$ cat src/core/sli_pkg.sv
package sli_pkg;
	localparam int          SLI_CLK_HZ        = 50000000;
	localparam int          SLI_FLASH_ON_MS   = 250;
	localparam int          SLI_FLASH_OFF_MS  = 250;
	localparam int          SLI_PAUSE_MS      = 1500;
	localparam int          SLI_BLANK_MS      = 500;
	localparam int          SLI_DMX_HOLD_MS   = 1000;
	localparam int          SLI_MOTOR_OFF_MS  = 2000;
	localparam int          SLI_FLASH_ON_CYC  = SLI_CLK_HZ / 1000 * SLI_FLASH_ON_MS;
	localparam int          SLI_FLASH_OFF_CYC = SLI_CLK_HZ / 1000 * SLI_FLASH_OFF_MS;
	localparam int          SLI_PAUSE_CYC     = SLI_CLK_HZ / 1000 * SLI_PAUSE_MS;
	localparam int          SLI_BLANK_CYC     = SLI_CLK_HZ / 1000 * SLI_BLANK_MS;
	localparam int          SLI_DMX_HOLD_CYC  = SLI_CLK_HZ / 1000 * SLI_DMX_HOLD_MS;
	localparam int          SLI_MOTOR_OFF_CYC = SLI_CLK_HZ / 1000 * SLI_MOTOR_OFF_MS;
	localparam int          SLI_NFAULT        = 11;
	localparam logic [3:0]  SLI_FW_VERSION    = 4'h3;
	localparam logic [31:0] SLI_REG_CTRL      = 32'h0000_0000;
	localparam logic [31:0] SLI_REG_STATUS    = 32'h0000_0004;
	localparam logic [31:0] SLI_REG_FAULT     = 32'h0000_0008;
	localparam logic [31:0] SLI_REG_FWVER     = 32'h0000_000c;
	localparam int          SLI_CTRL_DMX_BIT  = 0;
	localparam int          SLI_CTRL_PROD_BIT = 1;
	localparam int          SLI_CTRL_DATUM_BIT = 2;
	typedef enum logic [1:0] {
		SLI_LED_OFF   = 2'h0,
		SLI_LED_GREEN = 2'h1,
		SLI_LED_RED   = 2'h2
	} sli_led_t;
endpackage : sli_pkg

$ cat src/core/sli_flash_seq.sv
`timescale 1ns/10ps
module sli_flash_seq #(
	parameter int ON_CYC    = 16,
	parameter int OFF_CYC   = 16,
	parameter int PAUSE_CYC = 64
) (
	input  wire logic       hclk,
	input  wire logic       hresetn,
	input  wire logic       start,
	input  wire logic [3:0] count,
	output logic            busy,
	output logic            lit
);
	import sli_pkg::*;
	typedef enum logic [1:0] {
		SLI_FS_IDLE  = 2'b00,
		SLI_FS_ON    = 2'b01,
		SLI_FS_OFF   = 2'b11,
		SLI_FS_PAUSE = 2'b10
	} sli_fs_state_t;
	typedef struct packed {
		sli_fs_state_t st;
		logic [31:0]   tmr;
		logic [3:0]    left;
	} sli_fs_t;
	sli_fs_t s_ff;
	sli_fs_t nxt_s;

	always_comb begin
		nxt_s = s_ff;
		case (s_ff.st)
			SLI_FS_IDLE: begin
				if (start && count != 4'h0) begin
					nxt_s.st   = SLI_FS_ON;
					nxt_s.left = count;
					nxt_s.tmr  = 32'(ON_CYC - 1);
				end
			end
			SLI_FS_ON: begin
				if (s_ff.tmr == 32'h0) begin
					nxt_s.st   = SLI_FS_OFF;
					nxt_s.left = s_ff.left - 4'h1;
					nxt_s.tmr  = 32'(OFF_CYC - 1);
				end else begin
					nxt_s.tmr = s_ff.tmr - 32'h1;
				end
			end
			SLI_FS_OFF: begin
				if (s_ff.tmr == 32'h0) begin
					if (s_ff.left == 4'h0) begin
						nxt_s.st  = SLI_FS_PAUSE;
						nxt_s.tmr = 32'(PAUSE_CYC - 1);
					end else begin
						nxt_s.st  = SLI_FS_ON;
						nxt_s.tmr = 32'(ON_CYC - 1);
					end
				end else begin
					nxt_s.tmr = s_ff.tmr - 32'h1;
				end
			end
			default: begin
				if (s_ff.tmr == 32'h0) begin
					nxt_s.st = SLI_FS_IDLE;
				end else begin
					nxt_s.tmr = s_ff.tmr - 32'h1;
				end
			end
		endcase
	end

	always_ff @(posedge hclk or negedge hresetn) begin
		if (!hresetn) begin
			s_ff <= '{st: SLI_FS_IDLE, tmr: 32'h0, left: 4'h0};
		end else begin
			s_ff <= nxt_s;
		end
	end

	assign busy = (s_ff.st != SLI_FS_IDLE);
	assign lit  = (s_ff.st == SLI_FS_ON);
endmodule : sli_flash_seq

$ cat src/core/sli_ahb_regs.sv
`timescale 1ns/10ps
module sli_ahb_regs (
	input  wire logic        hclk,
	input  wire logic        hresetn,
	input  wire logic        hsel,
	input  wire logic [31:0] haddr,
	input  wire logic [1:0]  htrans,
	input  wire logic        hwrite,
	input  wire logic [2:0]  hsize,
	input  wire logic [31:0] hwdata,
	input  wire logic        hready,
	input  wire logic [31:0] status_in,
	input  wire logic [31:0] fault_in,
	output logic [31:0]      hrdata,
	output logic             hreadyout,
	output logic             hresp,
	output logic [2:0]       ctrl
);
	import sli_pkg::*;
	typedef struct packed {
		logic        wr_pend;
		logic [31:0] addr;
		logic [2:0]  ctrl;
		logic [31:0] rdata;
	} sli_ahb_t;
	sli_ahb_t s_ff;
	sli_ahb_t nxt_s;
	logic     take;

	always_comb begin
		nxt_s = s_ff;
		take  = hsel && hready && htrans[1];
		if (s_ff.wr_pend && s_ff.addr == SLI_REG_CTRL) begin
			nxt_s.ctrl = hwdata[2:0];
		end
		nxt_s.wr_pend = take && hwrite;
		if (take) begin
			nxt_s.addr = {haddr[31:2], 2'b00};
		end
		if (take && !hwrite) begin
			if (haddr[31:2] == SLI_REG_CTRL[31:2]) begin
				nxt_s.rdata = {29'h0, nxt_s.ctrl};
			end else if (haddr[31:2] == SLI_REG_STATUS[31:2]) begin
				nxt_s.rdata = status_in;
			end else if (haddr[31:2] == SLI_REG_FAULT[31:2]) begin
				nxt_s.rdata = fault_in;
			end else if (haddr[31:2] == SLI_REG_FWVER[31:2]) begin
				nxt_s.rdata = {28'h0, SLI_FW_VERSION};
			end else begin
				nxt_s.rdata = 32'h0;
			end
		end
	end

	always_ff @(posedge hclk or negedge hresetn) begin
		if (!hresetn) begin
			s_ff <= '{wr_pend: 1'b0, addr: 32'h0, ctrl: 3'h0, rdata: 32'h0};
		end else begin
			s_ff <= nxt_s;
		end
	end

	assign hrdata    = s_ff.rdata;
	assign hreadyout = 1'b1;
	assign hresp     = 1'b0;
	assign ctrl      = s_ff.ctrl;
	logic unused_ok;
	assign unused_ok = ^hsize;
endmodule : sli_ahb_regs

$ cat src/core/sli_status_led.sv
// The address map and the AHB-Lite interface to the registers were decided locally.
`timescale 1ns/10ps
// Contract
// - At power-up blink green as many times as the firmware version.
// - Host-bus control with no fault shows steady green.
// - A valid host-bus frame outside a blanking window blanks the LED briefly, then green again.
// - Continuous host-bus frames make repeated blanking look like slow blink.
// - DMX mode: slow green blink with data present, steady green without.
// - Any fault overrides green once the version blink has ended; red blinks equal to the fault code.
// - Several faults: each red sequence in turn, pause between sequences.
// - Pan limit is code 1, tilt limit code 2, even in normal travel.
// - Motor over-current codes 3-5 disable motor a while; code latches until power off.
// - Panel supply over-current code 6 turns output off until power cycle.
// - Heater over-current code 7 turns heater off until power cycle.
// - Bad limit input for product is code 8; failed datum is code 9.
// - Product type unset or corrupt is code 10; supply out of window code 11.
module sli_status_led
	import sli_pkg::*;
#(
	parameter int FLASH_ON_CYC  = SLI_FLASH_ON_CYC,
	parameter int FLASH_OFF_CYC = SLI_FLASH_OFF_CYC,
	parameter int PAUSE_CYC     = SLI_PAUSE_CYC,
	parameter int BLANK_CYC     = SLI_BLANK_CYC,
	parameter int DMX_HOLD_CYC  = SLI_DMX_HOLD_CYC,
	parameter int MOTOR_OFF_CYC = SLI_MOTOR_OFF_CYC
) (
	input  wire logic        hclk,
	input  wire logic        hresetn,
	input  wire logic        hsel,
	input  wire logic [31:0] haddr,
	input  wire logic [1:0]  htrans,
	input  wire logic        hwrite,
	input  wire logic [2:0]  hsize,
	input  wire logic [31:0] hwdata,
	input  wire logic        hready,
	output logic [31:0]      hrdata,
	output logic             hreadyout,
	output logic             hresp,
	input  wire logic        pan_limit,
	input  wire logic        tilt_limit,
	input  wire logic [2:0]  motor_oc,
	input  wire logic        panel_oc,
	input  wire logic        heater_oc,
	input  wire logic        limit_invalid,
	input  wire logic        supply_bad,
	input  wire logic        host_frame_ok,
	input  wire logic        dmx_frame_ok,
	output logic             led_green,
	output logic             led_red,
	output logic [2:0]       motor_en,
	output logic             panel_pwr_en,
	output logic             heater_en
);
	import sli_pkg::*;

	typedef enum logic [1:0] {
		SLI_M_VERSION = 2'b00,
		SLI_M_NORMAL  = 2'b01,
		SLI_M_FAULT   = 2'b11
	} sli_mode_t;

	typedef struct packed {
		sli_mode_t   mode;
		logic        started;
		logic [2:0]  motor_lat;
		logic [2:0]  motor_en;
		logic [95:0] motor_tmr;
		logic        panel_lat;
		logic        heater_lat;
		logic [31:0] blank_tmr;
		logic [31:0] dmx_tmr;
		logic [31:0] slow_tmr;
		logic        slow_ph;
		logic [3:0]  cur_code;
		logic        green;
		logic        red;
	} sli_top_t;

	sli_top_t     s_ff;
	sli_top_t     nxt_s;
	logic [2:0]   ctrl;
	logic [10:0]  fault_vec;
	logic         fs_start;
	logic [3:0]   fs_count;
	logic         fs_busy;
	logic         fs_lit;
	logic [3:0]   next_code;
	logic [31:0]  status_word;
	logic [31:0]  fault_word;

	sli_ahb_regs u_regs (
		.hclk      (hclk),
		.hresetn   (hresetn),
		.hsel      (hsel),
		.haddr     (haddr),
		.htrans    (htrans),
		.hwrite    (hwrite),
		.hsize     (hsize),
		.hwdata    (hwdata),
		.hready    (hready),
		.status_in (status_word),
		.fault_in  (fault_word),
		.hrdata    (hrdata),
		.hreadyout (hreadyout),
		.hresp     (hresp),
		.ctrl      (ctrl)
	);

	sli_flash_seq #(
		.ON_CYC    (FLASH_ON_CYC),
		.OFF_CYC   (FLASH_OFF_CYC),
		.PAUSE_CYC (PAUSE_CYC)
	) u_seq (
		.hclk    (hclk),
		.hresetn (hresetn),
		.start   (fs_start),
		.count   (fs_count),
		.busy    (fs_busy),
		.lit     (fs_lit)
	);

	// Fault bit n means code n+1
	assign fault_vec[0]   = pan_limit;
	assign fault_vec[1]   = tilt_limit;
	assign fault_vec[4:2] = s_ff.motor_lat;
	assign fault_vec[5]   = s_ff.panel_lat;
	assign fault_vec[6]   = s_ff.heater_lat;
	assign fault_vec[7]   = limit_invalid;
	assign fault_vec[8]   = ctrl[SLI_CTRL_DATUM_BIT];
	assign fault_vec[9]   = ctrl[SLI_CTRL_PROD_BIT];
	assign fault_vec[10]  = supply_bad;

	assign status_word = {24'h0, s_ff.cur_code, 1'b0, s_ff.red, s_ff.green, s_ff.mode == SLI_M_FAULT};
	assign fault_word  = {21'h0, fault_vec};

	// Next active code after the current one, wrapping round
	always_comb begin
		next_code = 4'h0;
		for (int i = SLI_NFAULT - 1; i >= 0; i--) begin
			if (fault_vec[i] && 4'(i + 1) > s_ff.cur_code) begin
				next_code = 4'(i + 1);
			end
		end
		if (next_code == 4'h0) begin
			for (int i = SLI_NFAULT - 1; i >= 0; i--) begin
				if (fault_vec[i]) begin
					next_code = 4'(i + 1);
				end
			end
		end
	end

	always_comb begin
		nxt_s    = s_ff;
		fs_start = 1'b0;
		fs_count = 4'h0;
		nxt_s.started = 1'b1;
		// Over-current latches; set wins, only reset clears
		for (int m = 0; m < 3; m++) begin
			if (motor_oc[m]) begin
				nxt_s.motor_lat[m] = 1'b1;
				nxt_s.motor_en[m]  = 1'b0;
				nxt_s.motor_tmr[m*32 +: 32] = 32'(MOTOR_OFF_CYC - 1);
			end else if (!s_ff.motor_en[m]) begin
				if (s_ff.motor_tmr[m*32 +: 32] == 32'h0) begin
					nxt_s.motor_en[m] = 1'b1;
				end else begin
					nxt_s.motor_tmr[m*32 +: 32] = s_ff.motor_tmr[m*32 +: 32] - 32'h1;
				end
			end
		end
		if (panel_oc) begin
			nxt_s.panel_lat = 1'b1;
		end
		if (heater_oc) begin
			nxt_s.heater_lat = 1'b1;
		end
		// Host frame blanking, started only when no window runs; frames inside a window are ignored
		if (host_frame_ok && s_ff.blank_tmr == 32'h0) begin
			nxt_s.blank_tmr = 32'(BLANK_CYC + BLANK_CYC - 1);
		end else if (s_ff.blank_tmr != 32'h0) begin
			nxt_s.blank_tmr = s_ff.blank_tmr - 32'h1;
		end
		// DMX presence and slow blink timebase
		if (dmx_frame_ok) begin
			nxt_s.dmx_tmr = 32'(DMX_HOLD_CYC);
		end else if (s_ff.dmx_tmr != 32'h0) begin
			nxt_s.dmx_tmr = s_ff.dmx_tmr - 32'h1;
		end
		if (s_ff.slow_tmr == 32'h0) begin
			nxt_s.slow_tmr = 32'(BLANK_CYC - 1);
			nxt_s.slow_ph  = !s_ff.slow_ph;
		end else begin
			nxt_s.slow_tmr = s_ff.slow_tmr - 32'h1;
		end
		case (s_ff.mode)
			SLI_M_VERSION: begin
				if (!s_ff.started) begin
					fs_start = 1'b1;
					fs_count = SLI_FW_VERSION;
				end else if (!fs_busy) begin
					nxt_s.mode = SLI_M_NORMAL;
				end
				nxt_s.green = fs_lit;
				nxt_s.red   = 1'b0;
			end
			SLI_M_NORMAL: begin
				nxt_s.red = 1'b0;
				if (|fault_vec) begin
					nxt_s.mode  = SLI_M_FAULT;
					nxt_s.green = 1'b0;
				end else if (ctrl[SLI_CTRL_DMX_BIT]) begin
					nxt_s.green = (s_ff.dmx_tmr == 32'h0) || s_ff.slow_ph;
				end else begin
					// Blank for the first half of the window
					nxt_s.green = (s_ff.blank_tmr < 32'(BLANK_CYC));
				end
			end
			default: begin
				nxt_s.green = 1'b0;
				nxt_s.red   = fs_lit;
				if (!fs_busy && !fs_start) begin
					if (|fault_vec) begin
						fs_start       = 1'b1;
						fs_count       = next_code;
						nxt_s.cur_code = next_code;
					end else begin
						nxt_s.mode     = SLI_M_NORMAL;
						nxt_s.cur_code = 4'h0;
					end
				end
			end
		endcase
	end

	always_ff @(posedge hclk or negedge hresetn) begin
		if (!hresetn) begin
			s_ff <= '{mode: SLI_M_VERSION, started: 1'b0, motor_lat: 3'h0, motor_en: 3'h7,
				motor_tmr: 96'h0, panel_lat: 1'b0, heater_lat: 1'b0, blank_tmr: 32'h0,
				dmx_tmr: 32'h0, slow_tmr: 32'h0, slow_ph: 1'b0, cur_code: 4'h0,
				green: 1'b0, red: 1'b0};
		end else begin
			s_ff <= nxt_s;
		end
	end

	assign led_green    = s_ff.green;
	assign led_red      = s_ff.red;
	assign motor_en     = s_ff.motor_en;
	assign panel_pwr_en = !s_ff.panel_lat;
	assign heater_en    = !s_ff.heater_lat;
endmodule : sli_status_led

$ cat config.mk
export PLATFORM = sky130hd
export DESIGN_NAME = sli_status_led
export DESIGN_NICKNAME = d
export VERILOG_FILES = /design/src/core/sli_pkg.sv /design/src/core/sli_flash_seq.sv /design/src/core/sli_ahb_regs.sv /design/src/core/sli_status_led.sv
export SDC_FILE = /design/constraint.sdc
export NUM_CORES = 1
export LEC_CHECK = 0
export BUFFER_PORTS_ARGS = -buffer_cell sky130_fd_sc_hd__buf_2
export CELL_PAD_IN_SITES_DETAIL_PLACEMENT = 1
export CELL_PAD_IN_SITES_GLOBAL_PLACEMENT = 2
export CORE_ASPECT_RATIO = 0.8
export CORE_MARGIN = 4
export CORE_UTILIZATION = 35
export DETAILED_ROUTE_END_ITERATION = 8
export PLACE_DENSITY = 0.82
export SLEW_MARGIN = 20
export SYNTH_ARGS = -nofsm -noshare
export SYNTH_HDL_FRONTEND = slang
export SYNTH_SLANG_ARGS = --single-unit
$ cat constraint.sdc
create_clock -name hclk -period 4.2 [get_ports hclk]
set_input_delay 0.21 -clock hclk [delete_from_list [all_inputs] [get_ports hclk]]
set_output_delay 0.21 -clock hclk [all_outputs]
set_load 0.01 [all_outputs]
==> results.sh <==
export IMPL_max_slew_margin_pct=33.31
export IMPL_p_switching_mw=1.627
export IMPL_p_leak_nw=7.019
export IMPL_detail_route_iter0_violations=575
export IMPL_finalHoldWorstSlack_ns=0.04620
export IMPL_dp_hpwl_mm=25.92
export IMPL_syn2layout_area_growth_pct=14.63
export IMPL_crit_required_ns=4.61
export IMPL_r2r_start="u_seq.s_ff[4]"
export IMPL_dp_cells=2142
export IMPL_yosys_warnings=0
export IMPL_startpoint_type="flip-flop"
export IMPL_synth_edf_count=0
export IMPL_root_buffer="clkbuf_16"
export IMPL_overflow=0
export IMPL_final_cell_mix="dfrtp_1, nor2_1, nor3_1, xor2_1, nand2_1"
export IMPL_drc=0
export IMPL_ant_nets=0
export IMPL_min_from="host_frame_ok"
export IMPL_drt_wl_total_mm=38.99
export IMPL_place_congestion=0.7838
export IMPL_synth_area_per_cell_um2=9.726
export IMPL_netlist_top_cell_by_area="dfrtp_1"
export IMPL_rsz0062_at_grt="no"
export IMPL_skew_ns=0.01926
export IMPL_finalHoldViolCount=0
export IMPL_rrSetupSlack_ns=0.94
export IMPL_numCtsBuffers=35
export IMPL_total_power_mw=6.666
export IMPL_fin_cells=2239
export IMPL_hold_end="s_ff[72]"
export IMPL_cts_tree="yes"
export IMPL_nets=1749
export IMPL_tns_ns=0
export IMPL_avgRoutedWirePerCell_um=17.41
export IMPL_grt_antenna_before_repair=0
export IMPL_drive_above_1_share_pct=12.51
export IMPL_die_h_um=195.4
export IMPL_nFillCells=4914
export IMPL_place_area_um2=16090
export IMPL_die_x_um=242.3
export IMPL_antenna_diode_count=0
export IMPL_clkSinkCount=293
export IMPL_critical_path_class="flip-flop to flip-flop"
export IMPL_reg2reg_depth=8
export IMPL_fin_area_um2=17620
export IMPL_setup_ws_ns=0.9401
export IMPL_switching_share_pct=24.40
export IMPL_end_kind="flip-flop"
export IMPL_mostFrequentLayoutCell="dfrtp_1"
export IMPL_drv_cap=0
export IMPL_syn_inst=1580
export IMPL_synth_cell_types=84
export IMPL_clk_insertion_delay_late_ns=0.53
export IMPL_ys_flop_type="dfrtp_1"
export IMPL_dr_pass1_iters=5
export IMPL_rr_endpoint="u_seq.s_ff[21]"
export IMPL_cts_buffer_depth=3
export IMPL_slowest_stage="nor3_2"
export IMPL_async_flop_share_pct=100.0
export IMPL_gr_usage_met2_pct=26.27
export IMPL_grt_pass1_vias=12840
export IMPL_max_slew_worst_pin_slew_ns=0.9943
export IMPL_dieArea_um2=47340
export IMPL_post_drt_via_cell_ratio=5.431
export IMPL_path_max_fanout=10
export IMPL_grt_max_degree=107
export IMPL_startpoint="u_seq.s_ff[4]"
export IMPL_port_buffers=67
export IMPL_synth_seq_cells=293
export IMPL_grt_pass1_wl_mm=66.41
export IMPL_intPower_mw=5.040
export IMPL_num_rows=68
export IMPL_finalSetupViolCount=0
export IMPL_synth_area_leaders="dfrtp_1, xor2_1, nor2_1"
export IMPL_start_util_pct=35.55
export IMPL_power_frac_comb_pct=7.7
export IMPL_io_pins=126
export IMPL_crit_arrival_ns=3.67
export IMPL_clkTransAtPathRegs_ns=0.06
export IMPL_layout_min_cycle_time_ns=3.260
export IMPL_min_period_over_period_pct=77.62
export IMPL_cts_setup_buffers=0
export IMPL_top_usage_layer="met2"
export IMPL_clkPwrFrac_pct=45.8
export IMPL_fmax_ghz=0.3068
export IMPL_status="complete, no violations"
export IMPL_peakVddDrop_uv=252.2
export IMPL_vias=12160
export IMPL_cp_cell_sequence="inv_1 > ha_1 > or4b_1 > nor2_1 > nand4_1 > nor3_2 > o21ai_0 > a22o_1"
export IMPL_met3_usage_pct=2.348
export IMPL_synth_seq_area_share_pct=47.74
export IMPL_place_ws_ns=0.9456
export IMPL_critPathMaxStageDelay_ns=0.77
export IMPL_hold_path_class="input pin to flip-flop"
export IMPL_hold_depth=3
export IMPL_final_util_pct=40.76
export IMPL_synth_area_um2=15370
export IMPL_htreeDepth=2
export IMPL_power_density_nw_per_um2=378.4
export IMPL_grt_use_total_pct=16.41
export IMPL_grt_use_met1_pct=23.33
export IMPL_p_seq_share_pct=46.5
export IMPL_coreArea_um2=43220
export IMPL_slew_viol_final=0
export IMPL_synth_top_area_share_pct=47.22
## power groups by stage
stage	registers [mW]	clock network (mW)	logic [mW]
final	3.10	3.05	0.513
after global routing	3.12	3.30	0.580
after CTS	3.09	3.17	0.516
after detailed placement	3.14	0	0.488
after global placement	3.13	0	0.467
after floorplan	3.11	0	0.332
## critical path, delay by kind of cell, from the launching register on
family	cells	cell delay, ns
flip-flops	1	0.41
buffers and inverters	1	0.10
adder cells (fa/ha/maj)	1	0.17
AO/OA/AOI/OAI	2	0.43
AND/OR/NAND/NOR	4	2.03
## state kept, by name, indices dropped and copies added (netlist names)
signal / cells
led_green: 1
u_seq.s_ff: 38
u_regs.hrdata: 11
fault_vec: 5
motor_en: 3
led_red: 1
u_regs.ctrl: 3
s_ff: 200
u_regs.s_ff: 31
## cell type report
class                   count  area [um2]  share of cell area [%]
inverters                  39       146.4                  0.8310
flip-flops and latches    293        7336                   41.64
clock buffers              51        1047                   5.945
multi-input cells        1171        7445                   42.26
clock inverters             9       110.1                  0.6250
well taps                 560       700.7                   3.978
repair buffers            116       830.8                   4.716
## cells in the mapped netlist (33+ instances only)
master	n
nor4_1	76
xnor2_1	55
nand2b_1	37
nand3_1	50
inv_1	38
buf_4	37
o21ai_0	46
nor3_1	88
clkbuf_1	56
or3_1	33
dfrtp_1	290
nor2_1	182
nand2_1	82
xor2_1	84
mux2_2	38
a21oi_1	47
## how the worst max path moves through the flow
stage,end,slack (ns),cells past startpoint
final,u_seq.s_ff[21],0.94,8
after global routing,u_seq.s_ff[21],0.75,8
after CTS,u_seq.s_ff[21],0.93,8
after detailed placement,u_seq.s_ff[21],0.95,8
after global placement,s_ff[6],1.05,5
after floorplan,s_ff[38],1.42,7
## layer usage
metal,routed length (um),vias to the layer above
met1,19370,6175
li1,-,5799
met4,881,0
met3,956,54
met5,0,-
met2,17780,132
## kinds of logic (layout without fill, tap and decap cells)
group / Yosys count / in the layout / share of synthesized area, %
simple gates: 715 / 715 / 24.96
mux: 48 / 48 / 3.436
flops: 293 / 293 / 47.74
compound gates: 237 / 237 / 10.89
other cells: 2 / 24 / 0.04887
fa+ha+maj: 8 / 8 / 0.6514
xor+xnor: 139 / 139 / 7.922
buf+inv: 138 / 215 / 4.356
## what timing repair did
| item | 4_1_cts | 5_1_grt |
|---|---|---|
| gates resized for setup | 0 | 0 |
| hold buffers | 37 | 0 |
| endpoints found under the hold margin | 138 | 0 |
Power figures use the tool's default switching activity.
